File: src/pag_map.svh
// register map, field masks, reset values and bus codes for the port A block
`ifndef PAG_MAP_SVH
`define PAG_MAP_SVH

`define PAG_OFF_LAT 8'h00
`define PAG_OFF_WPU 8'h04
`define PAG_OFF_IOC 8'h08
`define PAG_OFF_DIR 8'h0c
`define PAG_OFF_PORT 8'h10
`define PAG_OFF_CTRL 8'h14
`define PAG_OFF_STAT 8'h18
`define PAG_OFF_MASK 8'h1c

`define PAG_LAT_MASK 6'h37
`define PAG_ALL_MASK 6'h3f
`define PAG_DIR_FORCE 6'h08
`define PAG_PIN3 3

`define PAG_WPU_RST 6'h3f
`define PAG_IOC_RST 6'h00
`define PAG_LAT_RST 6'h00
`define PAG_DIR_RST 6'h3f

`define PAG_BIT_GPD 0
`define PAG_BIT_CHG 0

`define PAG_RESP_OKAY 2'h0
`define PAG_RESP_SLVERR 2'h2

`endif

File: src/pag_pkg.sv
// types shared by the port A block
package pag_pkg;

  localparam int PINS = 6;

  typedef struct packed {
    logic aw_held;
    logic [7:0] aw_addr;
    logic w_held;
    logic [31:0] w_data;
    logic [3:0] w_strb;
    logic bvalid;
    logic [1:0] bresp;
    logic rvalid;
    logic [31:0] rdata;
    logic [1:0] rresp;
    logic [PINS-1:0] lat;
    logic [PINS-1:0] wpu;
    logic [PINS-1:0] ioc;
    logic [PINS-1:0] dir;
    logic [PINS-1:0] last_read;
    logic gpd;
    logic chg_status;
    logic chg_mask;
  } pag_state_s;

endpackage

File: src/pag_sync.sv
// two-flop synchroniser for the asynchronous pin levels
`timescale 1ns/1ps
module pag_sync #(
  parameter int W = 6
) (
  // clock, reset and enable
  input wire logic aclk,
  input wire logic aresetn,
  input wire logic ce,
  // levels
  input wire logic [W-1:0] d,
  output logic [W-1:0] q
);

  // both stages live in one state word
  typedef struct packed {
    logic [W-1:0] meta;
    logic [W-1:0] q;
  } pag_sync_s;

  pag_sync_s r;
  pag_sync_s next_r;

  always_comb begin
    next_r.meta = d;
    next_r.q = r.meta;
  end

  always_ff @(posedge aclk) begin
    if (!aresetn) begin
      r <= '0;
    end else if (ce) begin
      r <= next_r;
    end
  end

  // only the second stage leaves, the first may still be settling
  assign q = r.q;

endmodule

File: src/pag_port_a.sv
// port A: latch, direction, pull-ups, change interrupt, AXI4-Lite registers
//
// Implementation choices: register access over AXI4-Lite and the register offsets.
`timescale 1ns/1ps
`include "pag_map.svh"
module pag_port_a (
  // clock, reset, enable
  input wire logic aclk,
  input wire logic aresetn,
  input wire logic ce,
  // axi4-lite write address
  input wire logic awvalid,
  output logic awready,
  input wire logic [7:0] awaddr,
  input wire logic [2:0] awprot,
  // axi4-lite write data
  input wire logic wvalid,
  output logic wready,
  input wire logic [31:0] wdata,
  input wire logic [3:0] wstrb,
  // axi4-lite write response
  output logic bvalid,
  input wire logic bready,
  output logic [1:0] bresp,
  // axi4-lite read address
  input wire logic arvalid,
  output logic arready,
  input wire logic [7:0] araddr,
  input wire logic [2:0] arprot,
  // axi4-lite read data
  output logic rvalid,
  input wire logic rready,
  output logic [31:0] rdata,
  output logic [1:0] rresp,
  // alternate functions sharing the pins
  input wire logic [5:0] alt_sel,
  input wire logic [5:0] alt_oe,
  input wire logic [5:0] alt_out,
  // pins
  input wire logic [5:0] pin_i,
  output logic [5:0] pin_o,
  output logic [5:0] pin_oe,
  output logic [5:0] pullup_en,
  // interrupt
  output logic irq
);

  pag_pkg::pag_state_s q;
  pag_pkg::pag_state_s next_q;

  logic [5:0] pin_level_bits;
  logic [5:0] drive_en;
  logic [5:0] input_mask;
  logic [5:0] mismatch_bits;
  logic change_seen;
  logic aw_take;
  logic w_take;
  logic ar_take;
  logic do_write;
  logic wr_hit;
  logic port_touch;
  logic stat_read;
  logic [5:0] wbyte;
  logic [31:0] rd_value;
  logic rd_hit;

  pag_sync #(
    .W(pag_pkg::PINS)
  ) u_sync (
    .aclk(aclk),
    .aresetn(aresetn),
    .ce(ce),
    .d(pin_i),
    .q(pin_level_bits)
  );

  // pin direction and drive
  always_comb begin
    // alternate function takes over the direction bit, except on pin 3, which always stays an input
    drive_en = (alt_sel & alt_oe) | (~alt_sel & ~q.dir);
    drive_en[`PAG_PIN3] = 1'b0;
  end

  assign pin_oe = drive_en;
  assign pin_o = (alt_sel & alt_out) | (~alt_sel & q.lat);
  // pull-up only on inputs and only while not globally disabled
  assign pullup_en = q.wpu & ~drive_en & {6{~q.gpd}};
  assign input_mask = ~drive_en;

  // outputs driving pins are excluded from the comparison
  assign mismatch_bits = q.ioc & input_mask & (pin_level_bits ^ q.last_read);
  assign change_seen = |mismatch_bits;

  // bus handshakes; a stopped block offers and takes nothing, so no beat is lost
  assign awready = ce & ~q.aw_held & ~q.bvalid;
  assign wready = ce & ~q.w_held & ~q.bvalid;
  assign arready = ce & ~q.rvalid;
  assign aw_take = awvalid & awready;
  assign w_take = wvalid & wready;
  assign ar_take = arvalid & arready;
  assign do_write = q.aw_held & q.w_held & ~q.bvalid;
  assign wbyte = q.w_data[5:0];

  assign bvalid = ce & q.bvalid;
  assign bresp = q.bresp;
  assign rvalid = ce & q.rvalid;
  assign rdata = q.rdata;
  assign rresp = q.rresp;
  assign irq = q.chg_status & q.chg_mask;

  // read mux
  always_comb begin
    rd_value = 32'h0;
    rd_hit = 1'b1;
    case (araddr)
      `PAG_OFF_LAT: rd_value[5:0] = q.lat & `PAG_LAT_MASK;
      `PAG_OFF_WPU: rd_value[5:0] = q.wpu;
      `PAG_OFF_IOC: rd_value[5:0] = q.ioc;
      `PAG_OFF_DIR: rd_value[5:0] = q.dir | `PAG_DIR_FORCE;
      `PAG_OFF_PORT: rd_value[5:0] = pin_level_bits;
      `PAG_OFF_CTRL: rd_value[`PAG_BIT_GPD] = q.gpd;
      `PAG_OFF_STAT: rd_value[`PAG_BIT_CHG] = q.chg_status;
      `PAG_OFF_MASK: rd_value[`PAG_BIT_CHG] = q.chg_mask;
      default: rd_hit = 1'b0;
    endcase
  end

  always_comb begin
    wr_hit = 1'b1;
    case (q.aw_addr)
      `PAG_OFF_LAT, `PAG_OFF_WPU, `PAG_OFF_IOC, `PAG_OFF_DIR,
      `PAG_OFF_PORT, `PAG_OFF_CTRL, `PAG_OFF_STAT, `PAG_OFF_MASK: wr_hit = 1'b1;
      default: wr_hit = 1'b0;
    endcase
  end

  // any port access ends the mismatch condition
  assign port_touch = (ar_take & (araddr == `PAG_OFF_PORT)) |
                      (do_write & (q.aw_addr == `PAG_OFF_PORT));
  assign stat_read = ar_take & (araddr == `PAG_OFF_STAT);

  // next state
  always_comb begin
    next_q = q;
    if (aw_take) begin
      next_q.aw_held = 1'b1;
      next_q.aw_addr = awaddr;
    end
    if (w_take) begin
      next_q.w_held = 1'b1;
      next_q.w_data = wdata;
      next_q.w_strb = wstrb;
    end
    if (q.bvalid && bready) begin
      next_q.bvalid = 1'b0;
    end
    if (do_write) begin
      next_q.aw_held = 1'b0;
      next_q.w_held = 1'b0;
      next_q.bvalid = 1'b1;
      next_q.bresp = wr_hit ? `PAG_RESP_OKAY : `PAG_RESP_SLVERR;
      // only the low byte holds fields
      if (q.w_strb[0]) begin
        case (q.aw_addr)
          `PAG_OFF_LAT, `PAG_OFF_PORT: next_q.lat = wbyte & `PAG_LAT_MASK;
          `PAG_OFF_WPU: next_q.wpu = wbyte & `PAG_ALL_MASK;
          `PAG_OFF_IOC: next_q.ioc = wbyte & `PAG_ALL_MASK;
          `PAG_OFF_DIR: next_q.dir = (wbyte & `PAG_LAT_MASK) | `PAG_DIR_FORCE;
          `PAG_OFF_CTRL: next_q.gpd = wbyte[`PAG_BIT_GPD];
          `PAG_OFF_MASK: next_q.chg_mask = wbyte[`PAG_BIT_CHG];
          default: next_q.gpd = q.gpd;
        endcase
      end
    end
    if (q.rvalid && rready) begin
      next_q.rvalid = 1'b0;
    end
    if (ar_take) begin
      next_q.rvalid = 1'b1;
      next_q.rdata = rd_value;
      next_q.rresp = rd_hit ? `PAG_RESP_OKAY : `PAG_RESP_SLVERR;
    end
    if (port_touch) begin
      next_q.last_read = pin_level_bits;
    end
    // a standing mismatch wins over the clear-on-read
    next_q.chg_status = (q.chg_status & ~stat_read) | change_seen;
  end

  always_ff @(posedge aclk) begin
    if (!aresetn) begin
      q <= '0;
      q.lat <= `PAG_LAT_RST;
      q.wpu <= `PAG_WPU_RST;
      q.ioc <= `PAG_IOC_RST;
      q.dir <= `PAG_DIR_RST;
    end else if (ce) begin
      q <= next_q;
    end
  end
endmodule

File: config.mk
export PLATFORM = sky130hd
export DESIGN_NAME = pag_port_a
export DESIGN_NICKNAME = d
export VERILOG_FILES = /design/src/pag_pkg.sv /design/src/pag_sync.sv /design/src/pag_port_a.sv
export VERILOG_INCLUDE_DIRS = /design/src /design/src/src
export SDC_FILE = /design/constraint.sdc
export NUM_CORES = 1
export LEC_CHECK = 0
export BUFFER_PORTS_ARGS = -buffer_cell sky130_fd_sc_hd__clkbuf_2
export CELL_PAD_IN_SITES_DETAIL_PLACEMENT = 1
export CELL_PAD_IN_SITES_GLOBAL_PLACEMENT = 1
export CORE_ASPECT_RATIO = 0.75
export CORE_MARGIN = 5
export CORE_UTILIZATION = 35
export CTS_CLUSTER_SIZE = 24
export DETAILED_ROUTE_END_ITERATION = 10
export PLACE_DENSITY = 0.91
export SLEW_MARGIN = 20
export SYNTH_ARGS = -nofsm -noshare
export SYNTH_HDL_FRONTEND = slang
export SYNTH_HIERARCHICAL = 1
export SYNTH_SLANG_ARGS = --single-unit
File: constraint.sdc
create_clock -name aclk -period 1.61 [get_ports aclk]
set_input_delay 0.161 -clock aclk [delete_from_list [all_inputs] [get_ports aclk]]
set_output_delay 0.161 -clock aclk [all_outputs]
set_load 0.05 [all_outputs]
==> results of run 1 <==
==> layout by cell type (no fill, tap or decap), types with 7 or more instances in the layout <==
cell and instances:
nor2_1 11, o21ai_0 9, nor2b_1 46, buf_4 15
dfxtp_1 68, mux2_2 10, nand3_1 7, clkbuf_2 82
a21boi_0 10, and2_1 7, clkbuf_16 9, a22oi_1 7
mux2i_1 49, nand2_1 47, conb_1 29
==> cells by family after synthesis <==
group | synth area share
simple gates | 0.2320
flops | 0.3893
mux | 0.1683
buf+inv | 0.1083
compound gates | 0.08670
xor+xnor | 0.01439
other cells | 0.001027
==> power by group through the flow <==
stage               combinational [mW]  clock, mW  sequential, mW
floorplan                        0.553          0            1.87
global placement                 0.655          0            1.88
detailed placement               0.674          0            1.88
CTS                              0.679       1.98            1.85
global route                     0.740       2.06            1.85
finish                           0.695       1.93            1.85
==> sequential cells by signal (all words and copies together), names as in the netlist, named ones only <==
register,flops
q,50
u_sync/next_r,6
bresp,1
rresp,1
rdata,6
u_sync/q,6
==> final cells by class <==
cell class,count,area share
timing repair buffer,101,0.1291
clock inverter,4,0.01059
multi-input combinational,290,0.4508
sequential,71,0.3175
clock buffer,10,0.05325
inverter,1,0.0008364
tap,136,0.03791
==> per-stage QoR <==
step	total power, mW	hold slack (ns)
6_report	4.471	0.07774
5_1_grt	4.651	0.07055
4_1_cts	4.501	0.06356
3_5_place_dp	2.558	0.4182
3_3_place_gp	2.534	0.3983
2_1_floorplan	2.425	0.2892
==> routing by layer <==
metal | GRT usage | vias up | part of all wire
met5 | 0 | - | 0
met4 | 0.04976 | 0 | 0.014
met3 | 0.05417 | 13 | 0.064
met2 | 0.2699 | 89 | 0.47
met1 | 0.2039 | 1412 | 0.45
li1 | - | 1438 | -
==> critical path, cell delays in order, from the launching register on <==
cell	delay (ns)
dfxtp_2	0.33
nor3_4	0.26
and3b_4	0.26
buf_6	0.11
nand4_4	0.19
mux2i_1	0.23
nor2b_1	0.07
==> how the worst max path moves through the flow <==
stage,endpoint,startpoint,depth (start not counted)
after global routing,q[17],q[114],6
after global placement,rdata[2],araddr[2],6
final,q[17],q[114],6
after floorplan,flop,q[70],4
after CTS,awready,q[70],4
after detailed placement,q[1],araddr[5],6
==> repair_timing <==
item,CTS,global route
gates resized for setup,1,13
endpoints found under the setup margin,1,28
pin swaps,0,3
setup buffers,0,1
==> results.md, run 1 <==
* Outcome: complete, no violations
* Achievable Freq at 0.6389 GHz
* CP Max Fanout at 6
* VDD IR-drop max at 0.4899 mV
* DR WL/cell at 16.74 um
* FF-to-FF Start: q[114]
* Place WS at 0.006141 ns
* Sequential fraction of design power at 0.414
* NetSw at 1.231 mW
* Minimum clock period at 1.565 ns
* Layout cells sized above 1 at 0.3229
* Final nets at 564
* FF+latch area at 1425 sq um
* Fill count at 1235
* Die outline width at 127.9 um
* Die area at 12600 sq um
* Sinks on Clock Net at 71
* Area delta synth->final at 22.93%
* Worst path arrival time at 1.79 ns
* Seq cells post-synth at 71
* Rel. slew slack at 0.6537
* Cell Area, Placed at 4154 sq um
* Post-synth top area share at 0.3893
* Clock slew seen by the registers of the worst setup and hold paths at 0.06 ns
* WP data required at 1.83 ns
* Yosys cell types at 45
* # setup viols final at 0
* DR DRC count at 0
* Post-DP HPWL at 7.953 mm
* Pwr Density at 996.1 nW/um^2
* Synth top cells by count: dfxtp_1 (71), mux2i_1 (49), nand2_1 (47)
* Sequential area share after synthesis at 0.3893
* Worst-margin pin slew at 0.5140 ns
* CTS Buf Count at 9
* Clk network pwr share at 0.431
* Via count at 2952
* LEAKAGE at 2.088 nW
* Worst Hold Path EP: q[110]
* Gpl congestion at 0.8668
* Hold_sp: awaddr[2]
* Yosys warns at 6
* # rows at 32
* Top-count cell post-synth: dfxtp_1
* Flop2flop setup slack at 0.04 ns
* Largest cells by area after synthesis: dfxtp_1 (39%), mux2i_1 (13%), buf_4 (8.4%)
* Ys flop type: dfxtp_1
* RSZ-0062 raised after global routing: yes
* Largest net degree at the start of global routing at 54
* Router iterations before antenna repair at 7
* Crit end category: flop
* # hold bufs at CTS at 0
* DR vias/cell at 4.816
* Non-Filler Instances at 613
* Vias in the first global route at 3132
* Setup TNS Final at 0 ns
* N_diodes at 0
* Async SR Flop Fraction at 0
* Final wirelength at 10.26 mm
* Startpoint Class: flop
* Max-slew violations at 0
* Sw frac at 0.2753
* Max clock buf depth at 2
* Footprint of the multi-input gates at 2023 sq um
* First-pass GRT wire length at 16.10 mm
* Worst clock skew at 0.006554 ns
* Synthesized instance count at 389
* Placeable Area at 10250 sq um
* Initial antenna violation count at 0
* Final ANT Viol Nets at 0
* GR Overflow Total at 0
* Final instance area at 4488 sq um
* Ports at 150
* Root Buffer: clkbuf_16
* Netlist Area Pre-Place at 3651 sq um
* Setup WS post-layout at 0.04477 ns
* Hold Path Stages at 3
* Final period util at 0.9722
* Endpoints failing hold at 0
* H-tree Lvls at 3
* Comb power frac at 0.155
* FF-to-FF End: q[17]
* Clock latency at the later pin of the worst-skew pair at 0.33 ns
* CTS tree: built
* Critical path type: reg -> reg
* FF-to-FF path depth at 6
* Buffers on Ports at 84
* Min-Delay Path Class: in -> reg
* Internal power at 3.240 mW
* DRT iter0 DRCs at 133
* Gr usage total at 0.1638
* Largest area contributor in the netlist: dfxtp_1
* Die Y at 98.45 um
* Max Cap Viol at 0
* Post-layout util at 0.4379
* Number of flops mapped to enable cells by yosys at 0
* Synthesized area per cell at 9.386 sq um
* Initial core utilization at 0.3562
* Inst Count DP at 598
No activity file was read; power rests on OpenSTA's default activity.
==> run 2, diff against run 1 <==
--- a/config.mk
+++ b/config.mk
@@ -14,6 +14,7 @@
 export CORE_UTILIZATION = 35
 export CTS_CLUSTER_SIZE = 24
 export DETAILED_ROUTE_END_ITERATION = 10
+export GPL_TIMING_DRIVEN = 0
 export PLACE_DENSITY = 0.91
 export SLEW_MARGIN = 20
 export SYNTH_ARGS = -nofsm -noshare
==> run 2 against run 1 <==
Effect of this change: worst setup slack worse by 0.041 ns; power rose by 1.6%; sequential power is essentially flat.
==> results.md, run 2 (synthesis gave the netlist of run 1 again) <==
* # hold bufs at CTS at 0 (unchanged)
* Outcome: complete, no violations
* Final nets at 600 (+6.4%)
* CTS tree: built
* Fill count at 1231 (-0.32%)
* Die area at 12600 sq um (unchanged)
* Ports at 150 (unchanged)
* Final period util at 0.9980 (+0.02577)
* Clock latency at the later pin of the worst-skew pair at 0.33 ns (about the same)
* Largest register by flop count: q
* Router iterations before antenna repair at 4 (-3)
* Achievable Freq at 0.6224 GHz (-2.6%)
* Worst clock skew at 0.004676 ns (-0.001878 ns)
* Hold Path Stages at 3 (unchanged)
* Min Hold Slack at 0.06269 ns (-0.01505 ns)
* # rows at 32 (unchanged)
* Die Y at 98.45 um (unchanged)
* Max clock buf depth at 2 (unchanged)
* FF-to-FF path depth at 6 (unchanged)
* FF+latch area at 1423 sq um (-0.18%)
* Footprint of the multi-input gates at 2028 sq um (+0.25%)
* Worst path arrival time at 1.83 ns (+0.04 ns)
* Initial core utilization at 0.3562 (unchanged)
* WP data required at 1.83 ns (about the same)
* H-tree Lvls at 3 (unchanged)
* Max Cap Viol at 0 (unchanged)
* Startpoint Class: flop
* Gr usage total at 0.1801 (+0.01633)
* Root Buffer: clkbuf_16
* Placeable Area at 10250 sq um (unchanged)
* DR vias/cell at 4.814 (about the same)
* Cell Area, Placed at 4395 sq um (+5.8%)
* RSZ-0062 raised after global routing: yes
* First-pass GRT wire length at 17.86 mm (+11%)
* Commonest non-fill, non-tap cell in the layout: clkbuf_2
* DRT iter0 DRCs at 176 (+32%)
* Endpoints failing hold at 0 (unchanged)
* # setup viols final at 0 (unchanged)
* DR WL/cell at 16.96 um (+1.3%)
* Max-slew violations at 0 (unchanged)
* Minimum clock period at 1.607 ns (+0.04149 ns)
* Crit end category: flop
* Critical path type: reg -> reg
* Internal power at 3.247 mW (+0.21%)
* Sequential fraction of design power at 0.407 (-0.007)
* Die outline width at 127.9 um (unchanged)
* Via count at 3134 (+6.2%)
* Largest net degree at the start of global routing at 13 (-76%)
* Most frequent cells in the layout: clkbuf_2 (83), dfxtp_1 (70), mux2i_1 (49)
* N_diodes at 0 (unchanged)
* Gpl congestion at 0.8712 (+0.51%)
* Initial antenna violation count at 0 (unchanged)
* Place WS at -0.1869 ns (-0.1930 ns)
* Worst-margin pin slew at 0.5625 ns (+0.04857 ns)
* Clock slew seen by the registers of the worst setup and hold paths at 0.06 ns (about the same)
* Comb power frac at 0.162 (+0.007)
* Vias in the first global route at 3448 (+10%)
* Inst Count DP at 636 (+6.4%)
* Min-Delay Path Class: in -> reg
* VDD IR-drop max at 0.5994 mV (+22%)
* Post-layout util at 0.4603 (+0.02246)
* CP Max Fanout at 6 (unchanged)
* Final wirelength at 11.04 mm (+7.6%)
* DR DRC count at 0 (unchanged)
* Non-Filler Instances at 651 (+6.2%)
* Post-DP HPWL at 8.617 mm (+8.4%)
* CTS Buf Count at 9 (unchanged)
* Rel. slew slack at 0.6242 (-0.02953)
* Final instance area at 4718 sq um (+5.1%)
* Layout cells sized above 1 at 0.3515 (+0.02861)
* Sw frac at 0.2852 (+0.009911)
* LEAKAGE at 2.250 nW (+7.8%)
* Setup WS post-layout at 0.003281 ns (-0.04149 ns)
* Buffers on Ports at 83 (-1.2%)
* Clk network pwr share at 0.430 (about the same)
* GR Overflow Total at 0 (unchanged)
* Area delta synth->final at 29.23%
* Number of flip-flops in the largest register at 50 (unchanged)
* NetSw at 1.295 mW (+5.3%)
* Final ANT Viol Nets at 0 (unchanged)
* Pwr Density at 962.7 nW/um^2 (-3.4%)
* Sinks on Clock Net at 71 (unchanged)
run 2: changes by cell type in the layout (fill, tap and decap cells not counted), sizes merged:
cell | previous run | this run
buf | 19 | 45
clkbuf | 92 | 101
clkdlybuf4s50 | 0 | 1
clkinv | 2 | 4
run 2: worst paths after layout:
check | start | endpoint | slack [ns]
worst max register to register | q[113] | q[4] | 0.003
worst min register to register | flop | bresp[1] | 0.42
worst min-delay path | awaddr[4] | q[112] | 0.06
worst max-delay path | q[113] | q[4] | 0.003
run 2: what timing repair did:
action | 4_1_cts | 5_1_grt
setup buffers | 0 | 0
gates resized for setup | 4 | 6
pin swaps | 0 | 1
endpoints found under the setup margin | 16 | 25
run 2: power groups by stage:
stage / Combinational (mW) / Sequential [mW] / Clock, mW
global route: 0.788 / 1.86 / 2.07
global placement: 0.707 / 1.88 / 0
detailed placement: 0.728 / 1.89 / 0
CTS: 0.735 / 1.85 / 1.99
finish: 0.738 / 1.85 / 1.96
floorplan: 0.553 / 1.87 / 0
run 2: stage by stage:
stage          setup TNS [ns]  power (mW)
2_1_floorplan               0       2.425
6_report                    0       4.542
3_5_place_dp           -1.349       2.614
5_1_grt               -0.8142       4.711
4_1_cts             -0.005307       4.568
3_3_place_gp          -0.2220       2.588
run 2: layout make-up:
cell class                      count  area share
Multi-Input combinational cell    290      0.4299
Sequential cell                    71      0.3015
Timing Repair Buffer               83     0.08804
Buffer                             54     0.08221
Clock buffer                       10     0.04853
Tap cell                          136     0.03606
Clock inverter                      6     0.01299
Inverter                            1   0.0007955
run 2: critical path, cell delays in order (launching register included):
cell and delay (ns):
dfxtp_1 0.34, nor3_4 0.25, and3b_4 0.28, a32o_2 0.19
buf_6 0.14, mux2i_1 0.22, nor2b_1 0.07
run 2: per-layer routing:
layer	part of all wire	track usage	up-vias	wire length, um
li1	-	-	1516	-
met1	0.42	0.2222	1498	4658
met2	0.49	0.3045	105	5399
met3	0.074	0.05255	15	817
met4	0.015	0.05465	0	163
met5	0	0	-	0
